## config.mk

```make
export PLATFORM = sky130hd
export DESIGN_NAME = dic_cache
export DESIGN_NICKNAME = d
export VERILOG_FILES = /design/src/dic_pkg.sv /design/src/dic_cache.sv
export SDC_FILE = /design/constraint.sdc
export NUM_CORES = 2
export LEC_CHECK = 0
export ABC_AREA = 1
export BUFFER_PORTS_ARGS = -buffer_cell sky130_fd_sc_hd__buf_4
export CAP_MARGIN = 20
export CORE_MARGIN = 1
export CORE_UTILIZATION = 42
export CTS_CLUSTER_DIAMETER = 150
export CTS_CLUSTER_SIZE = 14
export DETAILED_ROUTE_END_ITERATION = 7
export PLACE_DENSITY = 0.6
export SYNTH_ARGS = -nofsm -noshare
export SYNTH_HDL_FRONTEND = slang
export SYNTH_SLANG_ARGS = --single-unit
```

## constraint.sdc

```tcl
create_clock -name clk_i -period 5.7 [get_ports clk_i]
set_input_delay 0.57 -clock clk_i [delete_from_list [all_inputs] [get_ports clk_i]]
set_output_delay 0.57 -clock clk_i [all_outputs]
set_load 0.01 [all_outputs]
```

## src/dic_pkg.sv

```systemverilog
package dic_pkg;

    // Array geometry
    localparam int unsigned ENTRIES  = 64;
    localparam int unsigned IDX_W    = 6;
    localparam int unsigned TAG_W    = 25;

    // Fetch address fields
    localparam int unsigned IDX_LSB  = 2;
    localparam int unsigned IDX_MSB  = 7;
    localparam int unsigned TAG_LSB  = 8;
    localparam int unsigned WSEL_BIT = 1;

    // Control register bits
    localparam int unsigned CTRL_ENABLE_BIT  = 0;
    localparam int unsigned CTRL_FREEZE_BIT  = 1;
    localparam int unsigned CTRL_CLR_ONE_BIT = 2;
    localparam int unsigned CTRL_CLR_ALL_BIT = 3;

    // Line select register index field
    localparam int unsigned LSEL_IDX_LSB = 2;
    localparam int unsigned LSEL_IDX_MSB = 7;

    // Register select codes on the control-register move port
    localparam logic SEL_CTRL = 1'h0;
    localparam logic SEL_LINE = 1'h1;

    // Reset values
    localparam logic             ENABLE_RST = 1'h0;
    localparam logic             FREEZE_RST = 1'h0;
    localparam logic [IDX_W-1:0] LSEL_RST   = 6'h00;

    typedef enum logic {
        ST_IDLE,
        ST_EXT
    } dic_state_e;

    typedef struct packed {
        logic [31:0] addr;
        logic        space_bit2;
        logic        is_instr;
    } dic_fetch_s;

    typedef struct packed {
        logic        valid;
        logic        hit;
        logic [15:0] word;
    } dic_rsp_s;

    typedef struct packed {
        logic        wr;
        logic        rd;
        logic        sel;
        logic        supervisor;
        logic [31:0] wdata;
    } dic_creg_s;

endpackage

```

## src/dic_cache.sv

```systemverilog
// What this block does
// - Direct-mapped, 64 entries of one long word
// - Entry holds address tag, space bit, valid, data
// - Fetch address bits 7..2 select the entry
// - Hit needs tag match and valid; bit 1 picks word
// - Miss fetches externally, fills entry unless frozen
// - Fill writes both words of the entry
// - Operand data accesses never cached
// - Reset clears valid bits, enable and freeze
// - Store-off pin forces cache disabled
// - Upper address bits always compared in tag
// - Control bits 31..4 read zero, writes ignored
// - Control bit 3 clears all valid bits
// - Control bit 2 clears selected entry only
// - Freeze bit 1 blocks replacement on miss
// - Enable bit 0; disabling keeps entries intact
// - Registers reachable only in supervisor mode
// - Stores opcode and extension word prefetches
// - Store-off pin does not invalidate entries
// - Line select bits 7..2 pick cleared entry
`timescale 1ns/1ps
module dic_cache (
    // Clock, reset, clock enable
    input  wire logic               clk_i,
    input  wire logic               rst_i,
    input  wire logic               ce_i,
    // Prefetch request and answer
    input  wire logic               fetch_req_i,
    input  wire dic_pkg::dic_fetch_s fetch_i,
    output logic                    fetch_ready_o,
    output dic_pkg::dic_rsp_s       fetch_rsp_o,
    // External long-word bus
    output logic                    ext_req_o,
    output logic [31:0]             ext_addr_o,
    input  wire logic               ext_ack_i,
    input  wire logic [31:0]        ext_data_i,
    // Control-register move port
    input  wire dic_pkg::dic_creg_s creg_i,
    output logic                    creg_rvalid_o,
    output logic [31:0]             creg_rdata_o,
    // Store-off pin, active low
    input  wire logic               store_off_pin_n_i
);

    dic_pkg::dic_state_e                 state_q;
    logic [dic_pkg::ENTRIES-1:0]         valid_q;
    logic [dic_pkg::TAG_W-1:0]           tag_q  [dic_pkg::ENTRIES];
    logic [31:0]                         data_q [dic_pkg::ENTRIES];
    logic                                enable_q;
    logic                                freeze_q;
    logic [dic_pkg::IDX_W-1:0]           lsel_q;
    dic_pkg::dic_fetch_s                 pend_q;
    logic                                ready_q;
    dic_pkg::dic_rsp_s                   rsp_q;
    logic                                ext_req_q;
    logic [31:0]                         ext_addr_q;
    logic                                rvalid_q;
    logic [31:0]                         rdata_q;

    logic                                en_eff;
    logic [dic_pkg::IDX_W-1:0]           req_idx;
    logic [dic_pkg::TAG_W-1:0]           req_tag;
    logic                                take;
    logic                                hit;
    logic [dic_pkg::IDX_W-1:0]           pend_idx;
    logic [dic_pkg::TAG_W-1:0]           pend_tag;
    logic                                done;
    logic                                fill;
    logic                                wr_ok;
    logic                                rd_ok;
    logic                                ctrl_wr;
    logic                                line_wr;
    logic                                clr_all;
    logic                                clr_one;
    logic [31:0]                         hit_data;

    // Cache usable only with enable set and the pin negated
    assign en_eff   = enable_q & store_off_pin_n_i;

    // Entry select and tag of the incoming fetch
    assign req_idx  = fetch_i.addr[dic_pkg::IDX_MSB:dic_pkg::IDX_LSB];
    assign req_tag  = {fetch_i.addr[31:dic_pkg::TAG_LSB], fetch_i.space_bit2};
    assign pend_idx = pend_q.addr[dic_pkg::IDX_MSB:dic_pkg::IDX_LSB];
    assign pend_tag = {pend_q.addr[31:dic_pkg::TAG_LSB], pend_q.space_bit2};
    assign hit_data = data_q[req_idx];

    assign take     = ready_q & fetch_req_i;
    // Only instruction fetches look up; data always bypasses
    assign hit      = en_eff & fetch_i.is_instr & valid_q[req_idx]
                      & (tag_q[req_idx] == req_tag);

    // External answer and fill decision
    assign done     = (state_q == dic_pkg::ST_EXT) & ext_ack_i;
    assign fill     = done & pend_q.is_instr & en_eff & ~freeze_q;

    // Register port decode
    assign wr_ok    = creg_i.wr & creg_i.supervisor;
    assign rd_ok    = creg_i.rd & creg_i.supervisor;
    assign ctrl_wr  = wr_ok & (creg_i.sel == dic_pkg::SEL_CTRL);
    assign line_wr  = wr_ok & (creg_i.sel == dic_pkg::SEL_LINE);
    assign clr_all  = ctrl_wr & creg_i.wdata[dic_pkg::CTRL_CLR_ALL_BIT];
    assign clr_one  = ctrl_wr & creg_i.wdata[dic_pkg::CTRL_CLR_ONE_BIT];

    // Fetch sequencing
    always_ff @(posedge clk_i or posedge rst_i) begin
        if (rst_i) begin
            state_q <= dic_pkg::ST_IDLE;
            ready_q <= 1'h1;
        end else if (ce_i) begin
            unique case (state_q)
                dic_pkg::ST_IDLE: begin
                    if (take && !hit) begin
                        state_q <= dic_pkg::ST_EXT;
                        ready_q <= 1'h0;
                    end
                end
                dic_pkg::ST_EXT: begin
                    if (ext_ack_i) begin
                        state_q <= dic_pkg::ST_IDLE;
                        ready_q <= 1'h1;
                    end
                end
            endcase
        end
    end

    // Pending request held across the external access
    always_ff @(posedge clk_i or posedge rst_i) begin
        if (rst_i) begin
            pend_q <= '0;
        end else if (ce_i && take && !hit) begin
            pend_q <= fetch_i;
        end
    end

    // External bus request, always long-word aligned
    always_ff @(posedge clk_i or posedge rst_i) begin
        if (rst_i) begin
            ext_req_q  <= 1'h0;
            ext_addr_q <= 32'h0000_0000;
        end else if (ce_i) begin
            if (take && !hit) begin
                ext_req_q  <= 1'h1;
                ext_addr_q <= {fetch_i.addr[31:2], 2'h0};
            end else if (done) begin
                ext_req_q  <= 1'h0;
            end
        end
    end

    // Answer to the prefetch unit, one-cycle pulse
    always_ff @(posedge clk_i or posedge rst_i) begin
        if (rst_i) begin
            rsp_q <= '0;
        end else if (ce_i) begin
            rsp_q.valid <= 1'h0;
            if (take && hit) begin
                rsp_q.valid <= 1'h1;
                rsp_q.hit   <= 1'h1;
                rsp_q.word  <= fetch_i.addr[dic_pkg::WSEL_BIT] ? hit_data[15:0]
                                                                : hit_data[31:16];
            end else if (done) begin
                rsp_q.valid <= 1'h1;
                rsp_q.hit   <= 1'h0;
                rsp_q.word  <= pend_q.addr[dic_pkg::WSEL_BIT] ? ext_data_i[15:0]
                                                               : ext_data_i[31:16];
            end
        end
    end

    // Valid bits; a fill in the same cycle as a clear wins
    always_ff @(posedge clk_i or posedge rst_i) begin
        if (rst_i) begin
            valid_q <= '0;
        end else if (ce_i) begin
            if (clr_all) begin
                valid_q <= '0;
            end else if (clr_one) begin
                valid_q[lsel_q] <= 1'h0;
            end
            if (fill) begin
                valid_q[pend_idx] <= 1'h1;
            end
        end
    end

    // Tag and data storage, no reset needed behind the valid bits
    always_ff @(posedge clk_i) begin
        if (ce_i && fill) begin
            tag_q[pend_idx]  <= pend_tag;
            data_q[pend_idx] <= ext_data_i;
        end
    end

    // Enable and freeze bits
    always_ff @(posedge clk_i or posedge rst_i) begin
        if (rst_i) begin
            enable_q <= dic_pkg::ENABLE_RST;
            freeze_q <= dic_pkg::FREEZE_RST;
        end else if (ce_i && ctrl_wr) begin
            enable_q <= creg_i.wdata[dic_pkg::CTRL_ENABLE_BIT];
            freeze_q <= creg_i.wdata[dic_pkg::CTRL_FREEZE_BIT];
        end
    end

    // Line select index
    always_ff @(posedge clk_i or posedge rst_i) begin
        if (rst_i) begin
            lsel_q <= dic_pkg::LSEL_RST;
        end else if (ce_i && line_wr) begin
            lsel_q <= creg_i.wdata[dic_pkg::LSEL_IDX_MSB:dic_pkg::LSEL_IDX_LSB];
        end
    end

    // Register reads; clear bits and upper bits read zero
    always_ff @(posedge clk_i or posedge rst_i) begin
        if (rst_i) begin
            rvalid_q <= 1'h0;
            rdata_q  <= 32'h0000_0000;
        end else if (ce_i) begin
            rvalid_q <= creg_i.rd;
            if (!rd_ok) begin
                rdata_q <= 32'h0000_0000;
            end else if (creg_i.sel == dic_pkg::SEL_CTRL) begin
                rdata_q <= {28'h0000000, 2'h0, freeze_q, enable_q};
            end else begin
                rdata_q <= {24'h000000, lsel_q, 2'h0};
            end
        end
    end

    assign fetch_ready_o = ready_q;
    assign fetch_rsp_o   = rsp_q;
    assign ext_req_o     = ext_req_q;
    assign ext_addr_o    = ext_addr_q;
    assign creg_rvalid_o = rvalid_q;
    assign creg_rdata_o  = rdata_q;

    // Checks
    hit_answer_a: assert property (@(posedge clk_i) disable iff (rst_i)
        (ce_i && take && hit) |=> (rsp_q.valid && rsp_q.hit && !ext_req_q))
        else $error("hit not answered next cycle");

    miss_external_a: assert property (@(posedge clk_i) disable iff (rst_i)
        (ce_i && take && !hit) |=>
            (ext_req_q && ext_addr_q[31:2] == $past(fetch_i.addr[31:2])
             && ext_addr_q[1:0] == 2'h0 && !ready_q))
        else $error("miss did not start aligned external fetch");

    fill_sets_a: assert property (@(posedge clk_i) disable iff (rst_i)
        (ce_i && fill) |=>
            (valid_q[$past(pend_idx)] && data_q[$past(pend_idx)] == $past(ext_data_i)))
        else $error("fill did not store long word");

    freeze_hold_a: assert property (@(posedge clk_i) disable iff (rst_i)
        (ce_i && done && freeze_q && !valid_q[pend_idx]) |=> !valid_q[$past(pend_idx)])
        else $error("frozen cache replaced entry");

    data_bypass_a: assert property (@(posedge clk_i) disable iff (rst_i)
        (ce_i && take && !fetch_i.is_instr) |=> (ext_req_q && !rsp_q.valid && !ready_q))
        else $error("operand access used the cache");

    pin_disable_a: assert property (@(posedge clk_i) disable iff (rst_i)
        (ce_i && take && !store_off_pin_n_i) |=> (ext_req_q && !rsp_q.valid))
        else $error("store-off pin did not force external fetch");

    pin_keeps_a: assert property (@(posedge clk_i) disable iff (rst_i)
        (ce_i && !store_off_pin_n_i && !clr_all && !clr_one) |=>
            ((valid_q & ~$past(valid_q)) == '0 && $past(valid_q) == valid_q))
        else $error("store-off pin changed entries");

    clear_all_a: assert property (@(posedge clk_i) disable iff (rst_i)
        (ce_i && clr_all && !fill) |=> (valid_q == '0))
        else $error("clear all left a valid entry");

    clear_one_a: assert property (@(posedge clk_i) disable iff (rst_i)
        (ce_i && clr_one && !clr_all && !fill) |=>
            (!valid_q[$past(lsel_q)]
             && (valid_q | (64'h1 << $past(lsel_q))) == ($past(valid_q) | (64'h1 << $past(lsel_q)))))
        else $error("clear entry touched the wrong entry");

    reset_clear_a: assert property (@(posedge clk_i) disable iff (rst_i)
        $past(rst_i) |-> (valid_q == '0 && !enable_q && !freeze_q))
        else $error("reset left cache state");

    ctrl_read_a: assert property (@(posedge clk_i) disable iff (rst_i)
        (ce_i && rd_ok && creg_i.sel == dic_pkg::SEL_CTRL) |=>
            (rvalid_q && rdata_q[31:2] == 30'h0 && rdata_q[0] == $past(enable_q)))
        else $error("control read showed reserved or clear bits");

    user_blocked_a: assert property (@(posedge clk_i) disable iff (rst_i)
        (ce_i && creg_i.wr && !creg_i.supervisor) |=>
            (enable_q == $past(enable_q) && freeze_q == $past(freeze_q)))
        else $error("user mode changed control bits");

    miss_answer_a: assert property (@(posedge clk_i) disable iff (rst_i)
        (ce_i && done) |=> (rsp_q.valid && !rsp_q.hit && !ext_req_q && ready_q))
        else $error("external answer not passed on");

    word_pick_a: assert property (@(posedge clk_i) disable iff (rst_i)
        (ce_i && take && hit) |=>
            (rsp_q.word == ($past(fetch_i.addr[dic_pkg::WSEL_BIT])
                            ? data_q[$past(req_idx)][15:0]
                            : data_q[$past(req_idx)][31:16])))
        else $error("hit returned the wrong word");

    tag_stored_a: assert property (@(posedge clk_i) disable iff (rst_i)
        (ce_i && fill) |=> (tag_q[$past(pend_idx)] == $past(pend_tag)))
        else $error("fill did not store the tag");

    data_no_fill_a: assert property (@(posedge clk_i) disable iff (rst_i)
        (ce_i && done && !pend_q.is_instr && !clr_all && !clr_one) |=>
            (rsp_q.valid && !rsp_q.hit && valid_q == $past(valid_q)))
        else $error("operand access filled an entry");

    off_no_fill_a: assert property (@(posedge clk_i) disable iff (rst_i)
        (ce_i && !en_eff && !clr_all && !clr_one) |=> (valid_q == $past(valid_q)))
        else $error("disabled cache changed an entry");

    off_external_a: assert property (@(posedge clk_i) disable iff (rst_i)
        (ce_i && take && !en_eff) |=> (ext_req_q && !rsp_q.valid))
        else $error("disabled cache answered from the array");

    frozen_data_a: assert property (@(posedge clk_i) disable iff (rst_i)
        (ce_i && done && freeze_q) |=> (data_q[$past(pend_idx)] == $past(data_q[pend_idx])))
        else $error("frozen cache replaced entry data");

    freeze_read_a: assert property (@(posedge clk_i) disable iff (rst_i)
        (ce_i && rd_ok && creg_i.sel == dic_pkg::SEL_CTRL) |=>
            (rdata_q[1] == $past(freeze_q)))
        else $error("control read lost the freeze bit");

    line_read_a: assert property (@(posedge clk_i) disable iff (rst_i)
        (ce_i && rd_ok && creg_i.sel == dic_pkg::SEL_LINE) |=>
            (rvalid_q && rdata_q == {24'h000000, $past(lsel_q), 2'h0}))
        else $error("line select read wrong");

    user_read_a: assert property (@(posedge clk_i) disable iff (rst_i)
        (ce_i && creg_i.rd && !creg_i.supervisor) |=> (rvalid_q && rdata_q == 32'h0000_0000))
        else $error("user mode read showed a register");

    line_write_a: assert property (@(posedge clk_i) disable iff (rst_i)
        (ce_i && line_wr) |=>
            (lsel_q == $past(creg_i.wdata[dic_pkg::LSEL_IDX_MSB:dic_pkg::LSEL_IDX_LSB])))
        else $error("line select write lost");

    ctrl_write_a: assert property (@(posedge clk_i) disable iff (rst_i)
        (ce_i && ctrl_wr) |=>
            (enable_q == $past(creg_i.wdata[dic_pkg::CTRL_ENABLE_BIT])
             && freeze_q == $past(creg_i.wdata[dic_pkg::CTRL_FREEZE_BIT])))
        else $error("control write lost");

endmodule

```

## Word level (Yosys, flattened, before mapping)

Memory sizes are Yosys's and may differ from the RTL's.
Index checks and enable logic that the tools add are counted.

| word-level totals | value |
|---|---|
| output and inout bits | 85 |
| RAM bits | 3,648 |
| memories kept | 2 |
| bits of input ports | 108 |
| register bits after elaboration | 190 |
| word-level logic and storage cells | 89 |

| operators by class | value |
|---|---|
| order comparisons | 5 |
| equal/unequal tests | 3 |
| reduce and logical (&&, ||, !) cells | 16 |
| bitwise logic cells | 21 |
| multiplexer cells | 26 |

Memory list:

| memory | words | width | rd ports | clocked after memory_dff | write ports | RTL line | source |
|---|---|---|---|---|---|---|---|
| data_q | 64 | 32 | 1 | 0 | 1 | dic_cache.sv:48 | `logic [31:0] data_q [dic_pkg::ENTRIES];` |
| tag_q | 64 | 25 | 1 | 0 | 1 | dic_cache.sv:47 | `logic [dic_pkg::TAG_W-1:0] tag_q [dic_pkg::ENTRIES];` |

Operators with widths:

| operator | count |
|---|---|
| $mux 64 | 4 |
| $and 64x64->64 | 1 |
| $not 64->64 | 1 |
| $or 64x64->64 | 1 |
| $mux 18 | 2 |
| $mux 16 | 2 |
| $eq 25x25->1 | 1 |
| $lt 6x7->1 const B | 3 |
| $mux 8 | 2 |
| $and 1x1->1 | 15 |
| $demux 1 s6 | 2 |
| $ge 6x1->1 const B | 2 |
| $mux 1 | 11 |
| $logic_and 1x1->1 | 9 |
| $bmux 1 s6 | 1 |
| $reduce_and 2->1 | 3 |
| $ne 2x2->1 const B | 2 |
| $pmux 1 s2 | 2 |
| $reduce_bool 2->1 | 2 |
| $not 1->1 | 3 |
| $reduce_and 3->1 | 1 |
| $logic_not 1->1 | 1 |

## Longest topological paths before layout

| depth | value |
|---|---|
| word-level depth | 11 |
| mapped depth | 26 |
| gate-level depth less buffers | 21 |

## Least setup slack after synthesis

No wires, ideal clock.

| timing | value |
|---|---|
| path kind | input to register |
| start point | input ext_ack_i |
| end point | memory data_q[32][0] (enable) |
| setup slack | 0.923 ns |
| buffers on the path | 1 |
| library setup time | 0.472 ns |
| stages on the path | 7 |
| data arrival time | 4.305 ns |
| required time | 5.228 ns |
| path through | nand2_1 > nor2_1 > inv_1 > nor3_1 > nand4_1 > clkbuf_1 > nor2_1 |

| on the way | value |
|---|---|
| cells in the longest elaborated chain, start to end | 7 |

Ends and longest elaborated chain:

| item | RTL line | source |
|---|---|---|
| start, declared | dic_cache.sv:35 | `input wire logic ext_ack_i,` |
| $and 1x1->1 | dic_cache.sv:93 | `assign done = (state_q == dic_pkg::ST_EXT) & ext_ack_i;` |
| $and 1x1->1 (3 in a row) | dic_cache.sv:94 | `assign fill = done & pend_q.is_instr & en_eff & ~freeze_q;` |
| $logic_and 1x1->1 | dic_cache.sv:189 | `if (ce_i && fill) begin` |
| $mux 1 | dic_cache.sv:189 |  |
| $mux 1 (implied by the code) | dic_cache.sv:191 | `data_q[pend_idx] <= ext_data_i;` |
| end, declared | dic_cache.sv:48 |  |

Every way passes these cells.

## Worst setup path after layout

| timing | value |
|---|---|
| start point | input fetch_i[4] (netlist name) |
| end point | register pend_q[24] (netlist name) |

| on the way | value |
|---|---|
| cells in the longest elaborated chain, start to end | 6 |
| elaborated cells on any way between the ends | 8 |
| classes of those cells | eq/ne: 1; mux: 2; bitwise: 2; reduce/logical: 2; memory: 1 |

Ends and longest elaborated chain:

| item | RTL line | source |
|---|---|---|
| start, declared | dic_cache.sv:29 | `input wire dic_pkg::dic_fetch_s fetch_i,` |
| parallel branches: the longest is 3 deep, another holds $mem_v2 64x25 | n/a |  |
| $and 1x1->1 (*) | dic_cache.sv:90 | `& (tag_q[req_idx] == req_tag);` |
| $logic_not 1->1 (*) | dic_cache.sv:131 | `end else if (ce_i && take && !hit) begin` |
| $logic_and 1x1->1 (*) | dic_cache.sv:131 |  |
| end signal, assigned | dic_cache.sv:132 | `pend_q <= fetch_i;` |
| end, declared | dic_cache.sv:52 | `dic_pkg::dic_fetch_s pend_q;` |

Every way passes the cells marked *. The select of a mux whose other input is x is not followed.
A chain may end at the register's enable or synchronous reset.

==> impl_metrics.ini <==
[status]
status = completed

[synth]
synth_top_area_cell = edfxtp_1
synth_ff_type = edfxtp_1
ys_warn_count = 0
ys_ff_latch = 3813
synth_area_leaders = edfxtp_1, nand3_1, nand2_1
synth_area_sq_um = 152300
ys_types = 38
synth_top_area_share_pct = 71.92
synth-async-reset-ratio_pct = 4.327
synth_edf_count = 3648
synthCells = 12250
synth-seq-area-share_pct = 74.63
syn_avg_cell_area_sq_um = 12.43

[worst_hold_path]
hold_path_class = input port to register
worstHoldPathCells = 3

[global_routing]
antenna_found_initial = 26
track_usage_pct = 26.41
grt_pass1_wl_mm = 700.3
grt_pass1_vias = 97760
grt_max_degree = 202
global_route.overflow_total = 0

[die]
ioPinCount = 193
rows = 220
die_height_um = 604.2
core-area_sq_um = 360000
die_area_sq_um = 365100
start_util_pct = 42.30
die_w_um = 604.2

[cells_and_area]
drive_gt1_share_pct = 7.438
nets = 12300
stdcell_area_sq_um = 168900
syn_to_final_growth_pct = 10.89

[setup_path]
end_kind = register
rr_worst_depth = 9
startpoint_type = input port
crit_required_ns = 6.54
critPathMaxFanout = 77
path_class = input port to register
cp.arrival_ns = 5.03

[pwr]
combPwrFrac_pct = 10.5
leakage_nw = 56.25
clkPwrFrac_pct = 33.8
finalPower_mw = 59.15
seq_power_share_pct = 55.7
p_int_mw = 44.24
switching_share_pct = 25.20
p_switching_mw = 14.91
powerDensity_nw_per_um2 = 350.2
vdd_drop_max_mv = 0.3517

[sta]
setup_viol = 0
tightestPinTransition_ns = 1.239
holdWs_ns = 0.03897
max_freq_mhz = 239.0
post-route-period-util_pct = 73.39
relSlewSlack_pct = 17.39
slew_viol_final = 0
rsz0062_at_grt = no
finClkSkew_ns = 0.05520
min_period_ns = 4.183
setup_tns_ns = 0
hold_violations = 0

[drt]
drc = 0
vias_per_cell = 6.079
routed_wl_mm = 495.4
drt-pass1-iter-count = 7
drt_iter0_drc = 15450
vias = 103900
ant_nets = 0
route.detailed.wl_per_inst_um = 28.98

[clock_tree]
cts_tree = built
cts_buffers = 311
clock_sinks = 3813
ctsHtreeMaxLevel = 5
cts_buffer_depth = 4
clk_pin_slew_ns = 0.07
cts-root-buf = clkbuf_16
post-cts-setup-buffers = 0
insertion_delay_ns = 0.95

[placement]
port_buffers = 141
dp_hpwl_mm = 246.1
place_congestion = 0.8600
postPlaceCellArea_sq_um = 159900

[job]
max_cap_viol_count = 0
-- cells in the mapped netlist (7+ instances only) --
library cell	instances
inv_1	39
or2_2	17
o21ai_0	1380
nand3b_1	15
nor2_1	1324
nand3_1	1801
buf_6	7
o221ai_1	114
nand2_1	2180
nor4_1	10
buf_1	68
nor3_1	17
dfrtp_1	164
buf_4	80
o211ai_1	58
o22ai_1	463
clkbuf_1	478
buf_2	266
a21oi_1	86
edfxtp_1	3648
-- sequential cells by signal, indices dropped and copies added, names as in the netlist, 6 cells and up --
name          flops
tag_q          1600
creg_rdata_o      8
ext_addr_o       30
data_q         2048
pend_idx          6
fetch_rsp_o      18
lsel_q            6
pend_q           27
valid_q          64
-- layer usage --
| metal | routed length (um) | vias to the layer above | track usage (%) | part of all wire, % |
|---|---|---|---|---|
| met5 | 138 | - | 0 | 0.028 |
| met4 | 24680 | 20 | 11.83 | 5.0 |
| met3 | 53940 | 1158 | 4.581 | 11 |
| met2 | 228400 | 6280 | 42.04 | 46 |
| met1 | 188200 | 52030 | 35.60 | 38 |
| li1 | - | 44410 | - | - |
-- path summary, 6_finish.rpt --
| path | start | slack (ns) | to |
|---|---|---|---|
| max in group asynchronous | rst_i | 4.30 | ext_addr_o[16] |
| worst max register to register | state_q | 1.64 | tag_q[3][22] |
| worst min-delay path | fetch_i[13] | 0.04 | ext_addr_o[11] |
| worst max-delay path | fetch_i[4] | 1.52 | pend_q[24] |
| worst min register to register | ext_addr_o[28] | 0.47 | ext_addr_o[28] |
| min in group asynchronous | rst_i | 0.23 | fetch_rsp_o[16] |
-- cell usage in the layout (no fill, tap or decap), drive strengths merged, types with 3 or more instances in the layout --
cell type / n
a21oi: 86
a31oi: 3
buf: 471
clkbuf: 420
clkinv: 11
conb: 26
dfrtp: 164
diode: 4
dlygate4sd3: 30
edfxtp: 3648
inv: 54
nand2: 2181
nand3: 1802
nand3b: 15
nand4: 5
nor2: 1326
nor3: 17
nor4: 10
o211ai: 58
o21ai: 1381
o221ai: 114
o22ai: 463
o311ai: 3
or2: 18
-- logic make-up (layout without fill, tap and decap cells) --
group	after synthesis	after routing	synth area share [%]
DFF	3813	3813	74.63
other	1	30	0.002462
and+or+nand+nor	5377	5377	14.86
AOI/OAI and AO/OA	2113	2113	7.721
buffers and inverters	947	986	2.785
-- power groups by stage --
stage / Clock [mW] / Combinational (mW) / Sequential [mW]
after floorplan: 0 / 2.33 / 34.3
after global placement: 0 / 5.94 / 33.5
after detailed placement: 0 / 6.11 / 33.5
after CTS: 20.2 / 6.14 / 32.9
after global routing: 21.1 / 6.66 / 32.9
final: 20.0 / 6.24 / 32.9
-- through the flow --
stage                     cells  utilization (%)  setup WS (ns)
final                     17090            46.91          1.517
after global routing      17090            46.91          1.370
after CTS                 17090            46.90          1.689
after detailed placement  16620            44.42         0.7279
after global placement    16620            44.42         0.7374
after floorplan           12280                -         0.6700
-- repair_timing --
action,4_1_cts,5_1_grt
endpoints found under the setup margin,0,0
endpoints found under the hold margin,113,0
resized for setup,0,0
hold buffers,30,0
-- cell type report --
type	count	area, sq um
fill	31410	191200
sequential	3813	113700
multi-input combinational	7516	35020
clock buffer	418	8397
tap	4773	5972
timing repair buffer	503	5341
clock inverter	18	254.0
inverter	47	221.5
antenna	4	10.01
-- worst max-delay path, stage by stage --
cell      delay (ns)
buf_12          0.19
inv_8           0.41
buf_4           0.79
nand2_1         0.11
nand3_1         0.11
nand3_1         0.09
nand3_1         0.15
nand3_1         0.14
nand3_1         0.14
nand3b_1        0.14
nand2_1         0.11
nor2_1          0.06
nand2_1         0.08
nor2_1          0.05
nand2_1         0.12
nor2_4          0.06
nor2_4          0.70
buf_4           0.42
nand3_1         0.27
nand2_1         0.14
Power figures use the tool's default switching activity.
